--- src/inc/asr_map.vh ---
`ifndef ASR_MAP_VH
`define ASR_MAP_VH
// register indices (byte address = index)
`define ASR_REG_CTRL 4'h0
`define ASR_REG_STATUS 4'h1
`define ASR_REG_IRQ_STAT 4'h2
`define ASR_REG_IRQ_MASK 4'h3
// ctrl field positions
`define ASR_CTRL_FAULT_INJ 0
`define ASR_CTRL_CH_EN_LO 4
// status field positions
`define ASR_ST_RUN 0
`define ASR_ST_FAULT 1
`define ASR_ST_MODE_LO 4
// irq bits
`define ASR_IRQ_FAULT 0
`define ASR_IRQ_START 1
`define ASR_IRQ_MODE_CHG 2
// reset values
`define ASR_CTRL_RST 8'hF0
`define ASR_MASK_RST 3'h0
// mode encodings
`define ASR_MODE_BTL_AD_DIFF 3'h0
`define ASR_MODE_SE_AD 3'h5
// startup time in microseconds, system clock in MHz
`define ASR_STARTUP_US 100
`define ASR_CLK_MHZ 25
`endif

--- src/hdl/asr_sync2.v ---
`timescale 1ns/100ps
// two-stage synchroniser, width parameterised
module asr_sync2 #(
   parameter W = 1
) (
   input wire clk,
   input wire rst_n,
   input wire [W-1:0] d,
   output reg [W-1:0] q
);
   reg [W-1:0] meta_q;
   always @(posedge clk or negedge rst_n) begin
      if (!rst_n) begin
         meta_q <= {W{1'b0}};
         q <= {W{1'b0}};
      end else begin
         meta_q <= d;
         q <= meta_q;
      end
   end
endmodule // asr_sync2

--- src/hdl/asr_half_bridge.v ---
`timescale 1ns/100ps
// one half-bridge output stage control
module asr_half_bridge (
   input wire clk,
   input wire rst_n,
   input wire run,
   input wire en,
   input wire se_mode,
   input wire pwm,
   output reg drv_hi,
   output reg drv_lo,
   output reg pull_dn,
   output reg hiz
);
   always @(posedge clk or negedge rst_n) begin
      if (!rst_n) begin
         drv_hi <= 1'b0;
         drv_lo <= 1'b0;
         pull_dn <= 1'b0;
         hiz <= 1'b1;
      end else begin
         drv_hi <= run && en && pwm;
         drv_lo <= run && en && !pwm;
         pull_dn <= !run && !se_mode;
         hiz <= !(run && en);
      end
   end
endmodule // asr_half_bridge

--- src/hdl/asr_reset_ctrl.v ---
// The strobed register port and the register addresses were chosen for this implementation.
`timescale 1ns/100ps
`include "asr_map.vh"
module asr_reset_ctrl #(
   parameter STARTUP_CYC = `ASR_STARTUP_US * `ASR_CLK_MHZ
) (
   input wire SYS_CLK,
   input wire RST_N,
   input wire RESET_PIN_N,
   input wire [2:0] MODE_PINS,
   input wire [3:0] PWM_IN,
   input wire OVERLOAD,
   input wire [3:0] REG_ADDR,
   input wire [7:0] REG_WDATA,
   input wire REG_WR,
   input wire REG_RD,
   output reg [7:0] REG_RDATA,
   output reg FAULT_N,
   output reg IRQ,
   output wire [3:0] OUT_HI,
   output wire [3:0] OUT_LO,
   output wire [3:0] OUT_PULLDN,
   output wire [3:0] OUT_HIZ,
   output reg RUNNING,
   output reg [2:0] MODE_LATCHED
);
   localparam ST_HOLD = 2'h0;
   localparam ST_START = 2'h1;
   localparam ST_RUN = 2'h2;
   localparam ST_FAULT = 2'h3;
   localparam CW = 20;
   localparam [31:0] START_W = STARTUP_CYC;
   localparam [CW-1:0] START_N = START_W[CW-1:0];

   wire dev_rst_n_s;
   wire [2:0] mode_s;
   wire [3:0] pwm_s;
   wire ovl_s;
   reg dev_rst_n_q;
   reg [1:0] st_q;
   reg [1:0] st_d;
   reg [CW-1:0] cnt_q;
   reg [2:0] mode_q;
   reg fault_q;
   reg [7:0] ctrl_q;
   reg [2:0] irq_stat_q;
   reg [2:0] irq_mask_q;
   reg mode_chg_q;
   wire rise = dev_rst_n_s && !dev_rst_n_q;
   wire se_mode = (mode_q == `ASR_MODE_SE_AD);
   wire run = (st_q == ST_RUN);
   wire ovl = ovl_s || ctrl_q[`ASR_CTRL_FAULT_INJ];
   wire [3:0] pwm_eff;
   wire [2:0] ev;

   asr_sync2 #(.W(1)) u_sync_rst (
      .clk(SYS_CLK),
      .rst_n(RST_N),
      .d(RESET_PIN_N),
      .q(dev_rst_n_s)
   );
   asr_sync2 #(.W(8)) u_sync_in (
      .clk(SYS_CLK),
      .rst_n(RST_N),
      .d({MODE_PINS, PWM_IN, OVERLOAD}),
      .q({mode_s, pwm_s, ovl_s})
   );

   // channel pairing: in diff mode B and D carry the complement
   assign pwm_eff[0] = pwm_s[0];
   assign pwm_eff[1] = (mode_q == `ASR_MODE_BTL_AD_DIFF) ? !pwm_s[0] : pwm_s[1];
   assign pwm_eff[2] = pwm_s[2];
   assign pwm_eff[3] = (mode_q == `ASR_MODE_BTL_AD_DIFF) ? !pwm_s[2] : pwm_s[3];

   genvar gi;
   generate
      for (gi = 0; gi < 4; gi = gi + 1) begin : g_hb
         asr_half_bridge u_hb (
            .clk(SYS_CLK),
            .rst_n(RST_N),
            .run(run),
            .en(ctrl_q[`ASR_CTRL_CH_EN_LO + gi]),
            .se_mode(se_mode),
            .pwm(pwm_eff[gi]),
            .drv_hi(OUT_HI[gi]),
            .drv_lo(OUT_LO[gi]),
            .pull_dn(OUT_PULLDN[gi]),
            .hiz(OUT_HIZ[gi])
         );
      end
   endgenerate

   always @* begin
      st_d = st_q;
      case (st_q)
         ST_HOLD: begin
            if (rise)
               st_d = ST_START;
         end
         ST_START: begin
            if (cnt_q >= START_N - 1'b1)
               st_d = ST_RUN;
         end
         ST_RUN: begin
            if (ovl)
               st_d = ST_FAULT;
         end
         ST_FAULT: st_d = ST_FAULT;
         default: st_d = ST_HOLD;
      endcase
      if (!dev_rst_n_s)
         st_d = ST_HOLD;
   end

   always @(posedge SYS_CLK or negedge RST_N) begin
      if (!RST_N) begin
         dev_rst_n_q <= 1'b0;
         st_q <= ST_HOLD;
         cnt_q <= {CW{1'b0}};
         mode_q <= 3'h0;
         fault_q <= 1'b0;
         mode_chg_q <= 1'b0;
      end else begin
         dev_rst_n_q <= dev_rst_n_s;
         st_q <= st_d;
         cnt_q <= (st_q == ST_START) ? cnt_q + 1'b1 : {CW{1'b0}};
         if (rise)
            mode_q <= mode_s;
         mode_chg_q <= dev_rst_n_s && !rise && (mode_s != mode_q);
         if (!dev_rst_n_s)
            fault_q <= 1'b0;
         else if (st_d == ST_FAULT)
            fault_q <= 1'b1;
      end
   end

   assign ev[`ASR_IRQ_FAULT] = (st_d == ST_FAULT) && (st_q != ST_FAULT);
   assign ev[`ASR_IRQ_START] = (st_d == ST_RUN) && (st_q == ST_START);
   assign ev[`ASR_IRQ_MODE_CHG] = mode_chg_q;

   always @(posedge SYS_CLK or negedge RST_N) begin
      if (!RST_N) begin
         ctrl_q <= `ASR_CTRL_RST;
         irq_stat_q <= 3'h0;
         irq_mask_q <= `ASR_MASK_RST;
         REG_RDATA <= 8'h00;
         FAULT_N <= 1'b1;
         IRQ <= 1'b0;
         RUNNING <= 1'b0;
         MODE_LATCHED <= 3'h0;
      end else begin
         if (REG_WR && REG_ADDR == `ASR_REG_CTRL)
            ctrl_q <= REG_WDATA;
         if (REG_WR && REG_ADDR == `ASR_REG_IRQ_MASK)
            irq_mask_q <= REG_WDATA[2:0];
         // set wins over write-one-to-clear
         if (REG_WR && REG_ADDR == `ASR_REG_IRQ_STAT)
            irq_stat_q <= (irq_stat_q & ~REG_WDATA[2:0]) | ev;
         else
            irq_stat_q <= irq_stat_q | ev;
         REG_RDATA <= 8'h00;
         if (REG_RD) begin
            case (REG_ADDR)
               `ASR_REG_CTRL: REG_RDATA <= ctrl_q;
               `ASR_REG_STATUS: REG_RDATA <= {1'b0, mode_q, 2'b00, fault_q, run};
               `ASR_REG_IRQ_STAT: REG_RDATA <= {5'h00, irq_stat_q};
               `ASR_REG_IRQ_MASK: REG_RDATA <= {5'h00, irq_mask_q};
               default: REG_RDATA <= 8'h00;
            endcase
         end
         FAULT_N <= !(fault_q && dev_rst_n_s);
         IRQ <= |(irq_stat_q & irq_mask_q);
         RUNNING <= run;
         MODE_LATCHED <= mode_q;
      end
   end
endmodule // asr_reset_ctrl

--- config.mk ---
export PLATFORM = sky130hd
export DESIGN_NAME = asr_reset_ctrl
export DESIGN_NICKNAME = d
export VERILOG_FILES = /design/src/hdl/asr_sync2.v /design/src/hdl/asr_half_bridge.v /design/src/hdl/asr_reset_ctrl.v
export VERILOG_INCLUDE_DIRS = /design/src /design/src/inc
export SDC_FILE = /design/constraint.sdc
export NUM_CORES = 1
export LEC_CHECK = 0
export ABC_AREA = 1
export BUFFER_PORTS_ARGS = -buffer_cell sky130_fd_sc_hd__buf_4
export CAP_MARGIN = 10
export CORE_MARGIN = 1.5
export CORE_UTILIZATION = 35
export CTS_BUF_LIST = sky130_fd_sc_hd__clkbuf_4 sky130_fd_sc_hd__clkbuf_8
export DETAILED_ROUTE_END_ITERATION = 16
export GPL_ROUTABILITY_DRIVEN = 0
export GPL_TIMING_DRIVEN = 0
export SKIP_CTS_REPAIR_TIMING = 1
export SLEW_MARGIN = 15
export SYNTH_ARGS = -nofsm -noshare
export SYNTH_HDL_FRONTEND = slang
export SYNTH_SLANG_ARGS = --single-unit
--- constraint.sdc ---
create_clock -name SYS_CLK -period 2.3 [get_ports SYS_CLK]
set_input_delay 0.115 -clock SYS_CLK [delete_from_list [all_inputs] [get_ports SYS_CLK]]
set_output_delay 0.115 -clock SYS_CLK [all_outputs]
set_load 0.02 [all_outputs]
==> results by group, run 1 <==
Floorplan
  • Starting Density: 35.9%
  • Core area: 10200 µm²
  • I/O pins: 55
  • Die W: 105 µm
  • Die ar.: 11100 µm²
  • Die Y: 105 µm
  • Core Rows: 37

Routing
  • Drt initial violations: 137
  • DR vias/cell: 4.40
  • TritonRoute pass-1 iters: 4
  • Post-Route WL: 6950 µm
  • Vias: 2678
  • Routed wire length per instance: 11.4 µm
  • DRC viols: 0
  • Post-route ant nets: 0

Placement
  • Placed cells: 578
  • IO Port Bufs: 54
  • Worst slack, placed: 0.720 ns
  • HPWL Detailed: 4950 µm

Global routing
  • Initial antenna violation count: 0
  • Global-route wire length before repair: 12000 µm
  • Total GRT Usage: 13.5%
  • Vias in the first global route: 2518
  • Grt ovf: 0
  • Largest net degree at the start of global routing: 88

Timing
  • Setup violators final: 0
  • Slew Viols, Final: 0
  • Clock skew: 0.00834 ns
  • Final WS setup: 0.705 ns
  • RSZ-0062 raised after global routing: false
  • TNS Setup: 0 ns
  • Worst-Margin Slew: 0.767 ns
  • FMAX: 627 MHz
  • Tcrit/Tclk final: 69.4%
  • Period minus WS final: 1.60 ns
  • Fin. Hold Viols: 1
  • Normalized max-slew margin: 48.8%
  • Hold slack: -0.00501 ns

Synthesis
  • Post-Synthesis Cell Area: 3670 µm²
  • Synth Instances: 388
  • Largest area contributor in the netlist: dfrtp_1
  • Top_reg_cell synth: dfrtp_1
  • Syn_nets: 414
  • Top cells by area, synth: dfrtp_1, nand2_1, dfstp_2, inv_1, nor2_1
  • EDFF count, synth: 0
  • Post-synthesis sequential area ratio: 59.6%
  • Synth cell types: 36
  • Mean Syn Cell Area: 9.46 µm²
  • Seq cells post-synth: 87
  • Async SR Flop Fraction: 100%
  • Share of the synthesized area in the top cell type: 53.2%
  • Synth warnings: 0

Final layout
  • Fill cells: 987
  • Nets: 493
  • Number of antenna diodes: 0
  • Non-filler cells, final: 608
  • Layout area overhead: 25.0%
  • Ratio of cells with drive above 1 in the final layout: 25.8%

Power and ir drop
  • Internal Pwr Total: 2.19 mW
  • Reg power frac: 56.0%
  • Power share of the clock group: 34.2%
  • PD cells: 659 nW/µm²
  • Lkg Pwr: 2.26 nW
  • Worst vdd ir: 0.332 mV
  • Psw: 0.834 mW
  • Switch share: 27.6%
  • Total Power: 3.02 mW
  • Comb power frac: 9.9%

Clock network
  • Max Root-Sink Buffers: 2
  • H-tree Lvls: 3
  • TritonCTS clock tree: built
  • CTS Buf Count: 9
  • Clk slew on worst S/H paths: 0.10 ns
  • CTS sink count: 87
  • Clk_lat worst skew: 0.36 ns
  • CTS root buf: clkbuf_8

Status
  • Violated checks: negative hold slack
  • Outcome: finished, violations left

Setup path
  • CP arrival: 1.84 ns
  • Endpoint class of the critical path: flop
  • Critical path launch point type: flop
  • CP Data Required Time: 2.54 ns
  • Crit-path max FO: 5
  • CP Class: flop to flop

Min path
  • Hold Crit Class: input port to flop

Run
  • Max-cap viol count: 0
cells in the mapped netlist (2+ instances only):
library cell / count
dfrtp_1: 78
nand2_1: 75
inv_1: 54
nor2_1: 50
nand3_1: 17
buf_4: 16
o21ai_0: 16
a21oi_1: 14
dfstp_2: 9
o21ai_1: 6
nor2_2: 5
nor3_1: 5
nand2_2: 4
o22ai_1: 4
inv_2: 3
nand4_1: 3
nor3_2: 3
xor2_1: 3
buf_2: 2
mux2_2: 2
nand3_2: 2
nor3_4: 2
xnor2_1: 2
path summary, 6_finish.rpt:
kind                       cells past startpoint                   to  slack, ns           startpoint
hold reg to reg                                0       u_sync_in.q[7]       0.35  u_sync_in.meta_q[7]
max in group asynchronous                      2             cnt_q[3]       1.39                RST_N
setup / recovery                               9            cnt_q[16]       0.70             cnt_q[0]
min in group asynchronous                      2  u_sync_in.meta_q[3]       0.37                RST_N
hold / removal                                 3            ctrl_q[6]     -0.005         REG_WDATA[6]
setup reg to reg                               9            cnt_q[16]       0.70             cnt_q[0]
power groups by stage:
| stage | clock, mW | sequential, mW | combinational (mW) |
|---|---|---|---|
| 5_1_grt | 1.13 | 1.71 | 0.344 |
| 4_1_cts | 1.08 | 1.69 | 0.284 |
| 6_report | 1.03 | 1.69 | 0.299 |
| 3_5_place_dp | 0 | 1.72 | 0.283 |
| 2_1_floorplan | 0 | 1.73 | 0.135 |
| 3_3_place_gp | 0 | 1.72 | 0.279 |
cell usage in the layout, fill, tap and decap left out, types with 2 or more instances in the layout:
master / instances
dfrtp_1: 78
nand2_1: 75
buf_4: 69
inv_1: 54
nor2_1: 50
nand3_1: 17
o21ai_0: 16
a21oi_1: 14
dlygate4sd3_1: 14
dfstp_2: 9
clkbuf_8: 9
o21ai_1: 6
nor3_1: 5
nor2_2: 5
o22ai_1: 4
nand2_2: 4
inv_2: 3
nand4_1: 3
nor3_2: 3
xor2_1: 3
inv_8: 3
nand3_2: 2
buf_2: 2
xnor2_1: 2
nor3_4: 2
mux2_2: 2
clkinv_4: 2
flip-flops by register name, summed over array words and instances, names as in the netlist, 2 cells and up:
name / count
cnt_q: 20
g_hb.u_hb.drv_hi: 4
g_hb.u_hb.hiz: 4
u_sync_in.meta_q: 8
ctrl_q: 8
mode_q: 3
REG_RDATA: 8
MODE_LATCHED: 3
g_hb.u_hb.drv_lo: 4
st_q: 2
irq_stat_q: 3
u_sync_in.q: 8
irq_mask_q: 3
per-layer routing:
layer  routed length, µm  track usage [%]
met5                   0                0
met4                 105             4.60
met3                 385             3.53
met2                3070             19.9
met1                3380             19.2
final cells by class:
type / count / area [µm²] / share of cell area [%]
plain buffers: 18 / 130 / 2.84
flip-flops and latches: 87 / 2190 / 47.7
multi-input cells: 226 / 1140 / 24.8
clock inverters: 7 / 75.1 / 1.64
inverters: 57 / 214 / 4.66
repair buffers: 68 / 549 / 12.0
clock buffers: 9 / 124 / 2.70
well taps: 136 / 170 / 3.71
logic make-up (layout without fill, tap and decap cells):
group	after synthesis	after routing	share of synthesized area, %
AO/OA/AOI/OAI	49	49	7.64
XOR/XNOR	5	5	1.19
adder cells (fa/ha/maj)	1	1	0.341
buffers and inverters	75	159	9.38
flip-flops	87	87	59.6
multiplexers	2	2	0.614
AND/OR/NAND/NOR	169	169	21.2
stage by stage:
stage / utilization (%) / area [µm²]
final: 44.8 / 4590
after global routing: 44.8 / 4590
after detailed placement: 41.5 / 4250
after floorplan: - / 3670
after global placement: 41.5 / 4250
after CTS: 43.4 / 4440
worst max-delay path, stage by stage, from the launching register on:
cell and delay [ns]:
dfrtp_1 0.42, ha_1 0.26, nand2_2 0.09, inv_2 0.08, nand3_4 0.09, nor2_2 0.18, nand2_1 0.09, nor2_2 0.10
xnor2_1 0.12, nor2_1 0.05
Note: power is estimated with default switching activity, not from simulation.
==> run 2, diff against run 1 <==
==> constraint.sdc (replaced) <==
create_clock -name SYS_CLK -period 1.6 [get_ports SYS_CLK]
set_input_delay 0.08 -clock SYS_CLK [delete_from_list [all_inputs] [get_ports SYS_CLK]]
set_output_delay 0.08 -clock SYS_CLK [all_outputs]
set_load 0.02 [all_outputs]
==> run 2 against run 1 <==
Compared with the run above:
- critical path depth stayed put
- die area stayed put
- global-route usage stayed put
- routed wire length is 2.8% higher
- via count is 0.78% higher
- clock skew hardly changed
- worst setup slack worse by 0.67 ns
- sequential power is 44% higher
- critical endpoint is now cnt_q[14]
- critical path type unchanged
- non-clock buffer count is 5 higher
- highest routed layer unchanged
- utilization is 0.77 points higher
- the run now ends clean
==> results by group, run 2 (synthesized netlist as in run 1, its figures left out) <==
Status
  • Outcome: finished, final reports clean

Setup path
  • Endpoint class of the critical path: flop
  • Crit-path max FO: 4 (-1)
  • CP Class: flop to flop
  • Critical path launch point type: flop
  • CP arrival: 1.86 ns (+0.02 ns)
  • CP Data Required Time: 1.90 ns (-0.64 ns)

Routing
  • Vias: 2699 (+0.78%)
  • DRT met1 WL: 3480 µm (+2.9%)
  • DR vias/cell: 4.40 (about the same)
  • Post-route ant nets: 0 (unchanged)
  • Post-Route WL: 7140 µm (+2.8%)
  • Drt initial violations: 152 (+11%)
  • Metal3 WL: 327 µm (-15%)
  • Highest routed layer: met4
  • TritonRoute pass-1 iters: 4 (unchanged)
  • Met2 WL: 3240 µm (+5.3%)
  • Routed wire length per instance: 11.6 µm (+1.9%)
  • DRC viols: 0 (unchanged)

Run
  • Max-cap viol count: 0 (unchanged)

Power and ir drop
  • Comb power frac: 10.3% (+0.4 points)
  • Lkg Pwr: 2.30 nW (+1.6%)
  • Worst vdd ir: 0.480 mV (+45%)
  • Internal Pwr Total: 3.16 mW (+44%)
  • Psw: 1.21 mW (+45%)
  • PD cells: 937 nW/µm² (+42%)
  • Total Power: 4.37 mW (+45%)
  • Reg power frac: 55.7% (-0.3 points)
  • Switch share: 27.7% (+0.12 points)
  • Power share of the clock group: 34.0% (-0.2 points)

Final layout
  • Nets: 498 (+1.0%)
  • Commonest non-fill, non-tap cell in the layout: dfrtp_1
  • Layout area overhead: 27.2%
  • Utilization after layout: 45.6% (+0.77 points)
  • Largest Register: cnt_q
  • Most frequent cells in the layout: dfrtp_1, nand2_1, buf_4
  • Ratio of cells with drive above 1 in the final layout: 27.0% (+1.2 points)
  • Max reg flops: 20 (unchanged)
  • Number of antenna diodes: 0 (unchanged)

Clock network
  • TritonCTS clock tree: built
  • CTS root buf: clkbuf_8
  • Clk slew on worst S/H paths: 0.09 ns (about the same)
  • H-tree Lvls: 3 (unchanged)
  • CTS Buf Count: 9 (unchanged)
  • Clk_lat worst skew: 0.36 ns (about the same)
  • Max Root-Sink Buffers: 2 (unchanged)
  • CTS sink count: 87 (unchanged)

Global routing
  • Global-route wire length before repair: 12000 µm (unchanged)
  • Grt ovf: 0 (unchanged)
  • Vias in the first global route: 2518 (unchanged)
  • Largest net degree at the start of global routing: 88 (unchanged)
  • Total GRT Usage: 13.5% (unchanged)
  • Initial antenna violation count: 0 (unchanged)

Placement
  • Worst slack, placed: 0.0195 ns (-0.700 ns)
  • IO Port Bufs: 54 (unchanged)
  • HPWL Detailed: 4950 µm (unchanged)

Floorplan
  • Die Y: 105 µm (unchanged)
  • Starting Density: 35.9% (unchanged)
  • Die W: 105 µm (unchanged)
  • Core Rows: 37 (unchanged)
  • I/O pins: 55 (unchanged)
  • Die ar.: 11100 µm² (unchanged)
  • Core area: 10200 µm² (unchanged)

Timing
  • FMAX: 639 MHz (+2.0%)
  • Slew Viols, Final: 0 (unchanged)
  • Final WS setup: 0.0360 ns (-0.669 ns)
  • Setup violators final: 0 (unchanged)
  • Tcrit/Tclk final: 97.7% (+28 points)
  • RSZ-0062 raised after global routing: true
  • Worst-Margin Slew: 0.780 ns (+0.0126 ns)
  • Hold slack: 0.0194 ns (+0.0244 ns)
  • Normalized max-slew margin: 48.0% (-0.84 points)
  • Fin. Hold Viols: 0 (-1)
  • Clock skew: 0.00819 ns (-0.000154 ns)
  • TNS Setup: 0 ns (unchanged)
  • Period minus WS final: 1.56 ns (-0.0312 ns)

Min path
  • Hold Crit Class: input port to flop
==> run 2: critical path, cell delays in order, from the launching register on <==
cell and delay (ns):
dfrtp_1 0.42, ha_4 0.18, nand2_4 0.06, inv_4 0.07, nand3_4 0.10, nor3_4 0.27, nand2_2 0.12, o21bai_2 0.14
nand2_1 0.07, nor2_2 0.07
==> run 2: area by class of cell <==
type | instances | area, µm²
fillers | 985 | 5560
flip-flops and latches | 87 | 2190
multi-input cells | 226 | 1170
repair buffers | 73 | 592
inverters | 57 | 216
well taps | 136 | 170
plain buffers | 18 | 130
clock buffers | 9 | 124
clock inverters | 7 | 75.1
==> run 2: worst paths after layout <==
check / cells past startpoint / end / startpoint / slack [ns]
max: 9 / cnt_q[14] / cnt_q[1] / 0.04
min: 3 / ctrl_q[2] / REG_WDATA[2] / 0.02
max reg2reg: 9 / cnt_q[14] / cnt_q[1] / 0.04
min reg2reg: 0 / u_sync_in.q[7] / u_sync_in.meta_q[7] / 0.35
max in group asynchronous: 2 / cnt_q[0] / RST_N / 0.67
min in group asynchronous: 2 / u_sync_in.meta_q[3] / RST_N / 0.33
==> run 2: through the flow <==
step / instances / area (µm²)
floorplan: 388 / 3670
global placement: 578 / 4250
detailed placement: 578 / 4250
CTS: 594 / 4440
global route: 613 / 4670
finish: 613 / 4670
==> run 2: power by group through the flow <==
stage          registers (mW)  logic [mW]  clock network [mW]
3_3_place_gp             2.47       0.401                   0
3_5_place_dp             2.48       0.407                   0
6_report                 2.44       0.449                1.49
2_1_floorplan            2.49       0.194                   0
5_1_grt                  2.46       0.513                1.63
4_1_cts                  2.44       0.408                1.55
==> run 2: per-layer routing <==
metal / track usage, % / up-vias
met1: 19.2 / 1252
met5: 0 / -
met4: 4.60 / 0
li1: - / 1370
met3: 3.53 / 10
met2: 19.9 / 67
==> run 3, diff against run 2 <==
--- a/config.mk
+++ b/config.mk
@@ -6,7 +6,7 @@
 export SDC_FILE = /design/constraint.sdc
 export NUM_CORES = 1
 export LEC_CHECK = 0
-export ABC_AREA = 1
+export ABC_AREA = 0
 export BUFFER_PORTS_ARGS = -buffer_cell sky130_fd_sc_hd__buf_4
 export CAP_MARGIN = 10
 export CORE_MARGIN = 1.5
==> run 3 against run 2 <==
Compared with the run above:
- the run now ends with negative setup slack left
- first-iteration DRC count shrank 57%
- final cell count shrank 16%
- non-clock buffer count grew 26
- cell area shrank 1.4%
- clock power shrank 5%
- sequential share of layout area grew 0.76 points
- sequential power is essentially flat
- utilization grew 3.5 points
- worst setup slack lost 0.34 ns
- critical path type unchanged
- largest power group unchanged
- highest routed layer unchanged
==> results by group, run 3 <==
Setup path
  • Crit-path max FO: 7 (+3)
  • Maximum single-stage delay on the critical path: 0.56 ns (+0.14 ns)
  • Endpoint class of the critical path: flop
  • CP Data Required Time: 1.87 ns (-0.03 ns)
  • CP arrival: 2.17 ns (+0.31 ns)
  • Slowest CP cell: or4_4
  • Cell Chain, Critical Path: ha_2 -> buf_6 -> nand4_1 -> or4_4 -> or3_4 -> a21oi_2
  • CP Class: flop to flop
  • Critical path launch point type: flop

Power and ir drop
  • Lkg Pwr: 2.10 nW (-8.8%)
  • PD cells: 940 nW/µm² (+0.33%)
  • Worst vdd ir: 0.400 mV (-17%)

Floorplan
  • Core Rows: 35 (-5.4%)
  • Die ar.: 10400 µm² (-6.2%)
  • I/O pins: 55 (unchanged)
  • Core area: 9370 µm² (-8.4%)
  • Starting Density: 36.6% (+0.78 points)
  • Die W: 102 µm (-3.2%)
  • Die Y: 102 µm (-3.2%)

Global routing
  • Global-route wire length before repair: 10300 µm (-14%)
  • Vias in the first global route: 2200 (-13%)
  • Grt ovf: 0 (unchanged)
  • Largest net degree at the start of global routing: 88 (unchanged)
  • Total GRT Usage: 12.9% (-0.58 points)
  • Initial antenna violation count: 0 (unchanged)

Synthesis
  • Largest area contributor in the netlist: dfrtp_1
  • Mean Syn Cell Area: 12.4 µm² (+31%)
  • Synth cell types: 39 (+8.3%)
  • Post-Synthesis Cell Area: 3430 µm² (-6.4%)
  • Top cells by area, synth: dfrtp_1, dfstp_2, mux2_2, buf_4, nor2_1
  • Synth Instances: 277 (-29%)
  • EDFF count, synth: 0 (unchanged)
  • Share of the synthesized area in the top cell type: 56.8% (+3.6 points)
  • Seq cells post-synth: 87 (unchanged)
  • Post-synth top cells: dfrtp_1, nor2_1, nand2_1, buf_4, mux2_2
  • Async SR Flop Fraction: 100% (unchanged)
  • Most numerous cell in the Yosys netlist: dfrtp_1
  • Post-synthesis sequential area ratio: 63.7% (+4.1 points)
  • Synth warnings: 0 (unchanged)
  • Top_reg_cell synth: dfrtp_1
  • Syn_nets: 303 (-27%)

Routing
  • Routed wire length per instance: 13.0 µm (+12%)
  • Post-Route WL: 6710 µm (-6.0%)
  • Drt initial violations: 66 (-57%)
  • DR vias/cell: 4.60 (+4.5%)
  • DRC viols: 0 (unchanged)
  • Vias: 2370 (-12%)
  • TritonRoute pass-1 iters: 4 (unchanged)
  • Post-route ant nets: 0 (unchanged)

Final layout
  • Most frequent cells in the layout: buf_4, dfrtp_1, nor2_1
  • Max reg flops: 20 (unchanged)
  • Largest Register: cnt_q
  • Ratio of cells with drive above 1 in the final layout: 40.4% (+13 points)
  • Layout area overhead: 34.0%
  • Final instance area: 4600 µm² (-1.4%)
  • Nets: 407 (-18%)
  • Commonest non-fill, non-tap cell in the layout: buf_4
  • Number of antenna diodes: 0 (unchanged)
  • Non-filler cells, final: 515 (-16%)

Placement
  • Worst slack, placed: -0.372 ns (-0.391 ns)
  • IO Port Bufs: 52 (-3.7%)
  • Placed cells: 458 (-21%)
  • Post-DP Area: 4020 µm² (-5.4%)
  • HPWL Detailed: 4320 µm (-13%)

Clock network
  • Clk slew on worst S/H paths: 0.09 ns (about the same)
  • H-tree Lvls: 3 (unchanged)
  • CTS Buf Count: 9 (unchanged)
  • TritonCTS clock tree: built
  • CTS sink count: 87 (unchanged)
  • CTS root buf: clkbuf_8
  • Clk_lat worst skew: 0.35 ns (about the same)
  • Max Root-Sink Buffers: 2 (unchanged)

Timing
  • Slew Viols, Final: 0 (unchanged)
  • Worst-Margin Slew: 0.780 ns (+0.000244 ns)
  • RSZ-0062 raised after global routing: true
  • Clock skew: 0.00907 ns (+0.000883 ns)
  • Period minus WS final: 1.90 ns (+0.338 ns)
  • Fin. Hold Viols: 0 (unchanged)
  • Normalized max-slew margin: 48.0% (about the same)
  • Tcrit/Tclk final: 119% (+21 points)
  • FMAX: 526 MHz (-18%)
  • Setup violators final: 6 (+6)
  • Final WS setup: -0.302 ns (-0.338 ns)

Status
  • Outcome: finished, violations left
  • Violated checks: negative setup slack

Min path
  • Hold Crit Class: input port to flop

Run
  • Max-cap viol count: 0 (unchanged)
## run 3: changes by cell type in the layout (fill, tap and decap cells not counted), moves of 5 or more
cell	delta
nand2_1	-57
inv_1	-49
nor2_1	-24
buf_4	+18
mux2_2	+12
nand3_1	-11
o21ai_0	-10
a21oi_1	-7
nor2b_1	+6
xor2_1	+6
nor4_1	+5
o21ai_1	-5
or3_1	+5
## run 3: routing by layer
layer / vias up / global-route usage [%] / wire, µm
met2: 53 / 19.8 / 3220
li1: 1157 / - / -
met4: 0 / 5.48 / 69
met1: 1155 / 17.3 / 3150
met3: 5 / 3.63 / 272
met5: - / 0 / 0
## run 3: through the flow
stage	setup TNS, ns	utilization (%)	power (mW)	hold WS [ns]
finish	-0.902	49.1	4.33	0.124
global route	-1.46	49.1	4.55	0.116
CTS	-1.73	44.8	4.34	-0.195
detailed placement	-1.44	42.8	2.90	0.191
global placement	-0.951	42.8	2.89	0.192
floorplan	-0.337	-	2.70	-0.216
## run 3: final cells by class
class                           instances  area, µm²
Multi-Input combinational cell        161       1120
Clock buffer                           10        131
Timing Repair Buffer                   94        757
Fill cell                             872       4770
Buffer                                 23        170
Sequential cell                        87       2190
Tap cell                              129        161
Inverter                                5       18.8
Clock inverter                          6       51.3
## run 3: worst paths after layout
path / slack [ns] / to / cells after the start / start
worst max register to register: -0.30 / cnt_q[16] / 6 / cnt_q[0]
worst max-delay path: -0.30 / cnt_q[16] / 6 / cnt_q[0]
worst min-delay path: 0.12 / REG_RDATA[1] / 3 / REG_ADDR[2]
max in group asynchronous: 0.70 / cnt_q[3] / 2 / RST_N
worst min register to register: 0.35 / u_sync_in.q[0] / 0 / u_sync_in.meta_q[0]
min in group asynchronous: 0.32 / cnt_q[8] / 2 / RST_N
## run 3: critical path: cells and delay by family (launching register included)
family,cells,cell delay (ns)
and+or+nand+nor,3,1.01
adders and majority gates,1,0.18
AOI/OAI and AO/OA,1,0.13
buffers and inverters,1,0.12
DFF,1,0.38
## run 3: kinds of logic after synthesis
group / count (synthesis) / share of synthesized area, %
buffers and inverters: 29 / 5.03
AO/OA/AOI/OAI: 28 / 5.14
multiplexers: 20 / 7.07
AND/OR/NAND/NOR: 97 / 14.9
flip-flops: 87 / 63.7
adder cells (fa/ha/maj): 1 / 0.364
XOR/XNOR: 15 / 3.83
## run 3: power by group
part | internal (mW) | switching (mW)
registers | 2.35 | 0.0946
logic | 0.253 | 0.211
clock network | 0.607 | 0.813
total | 3.21 | 1.12
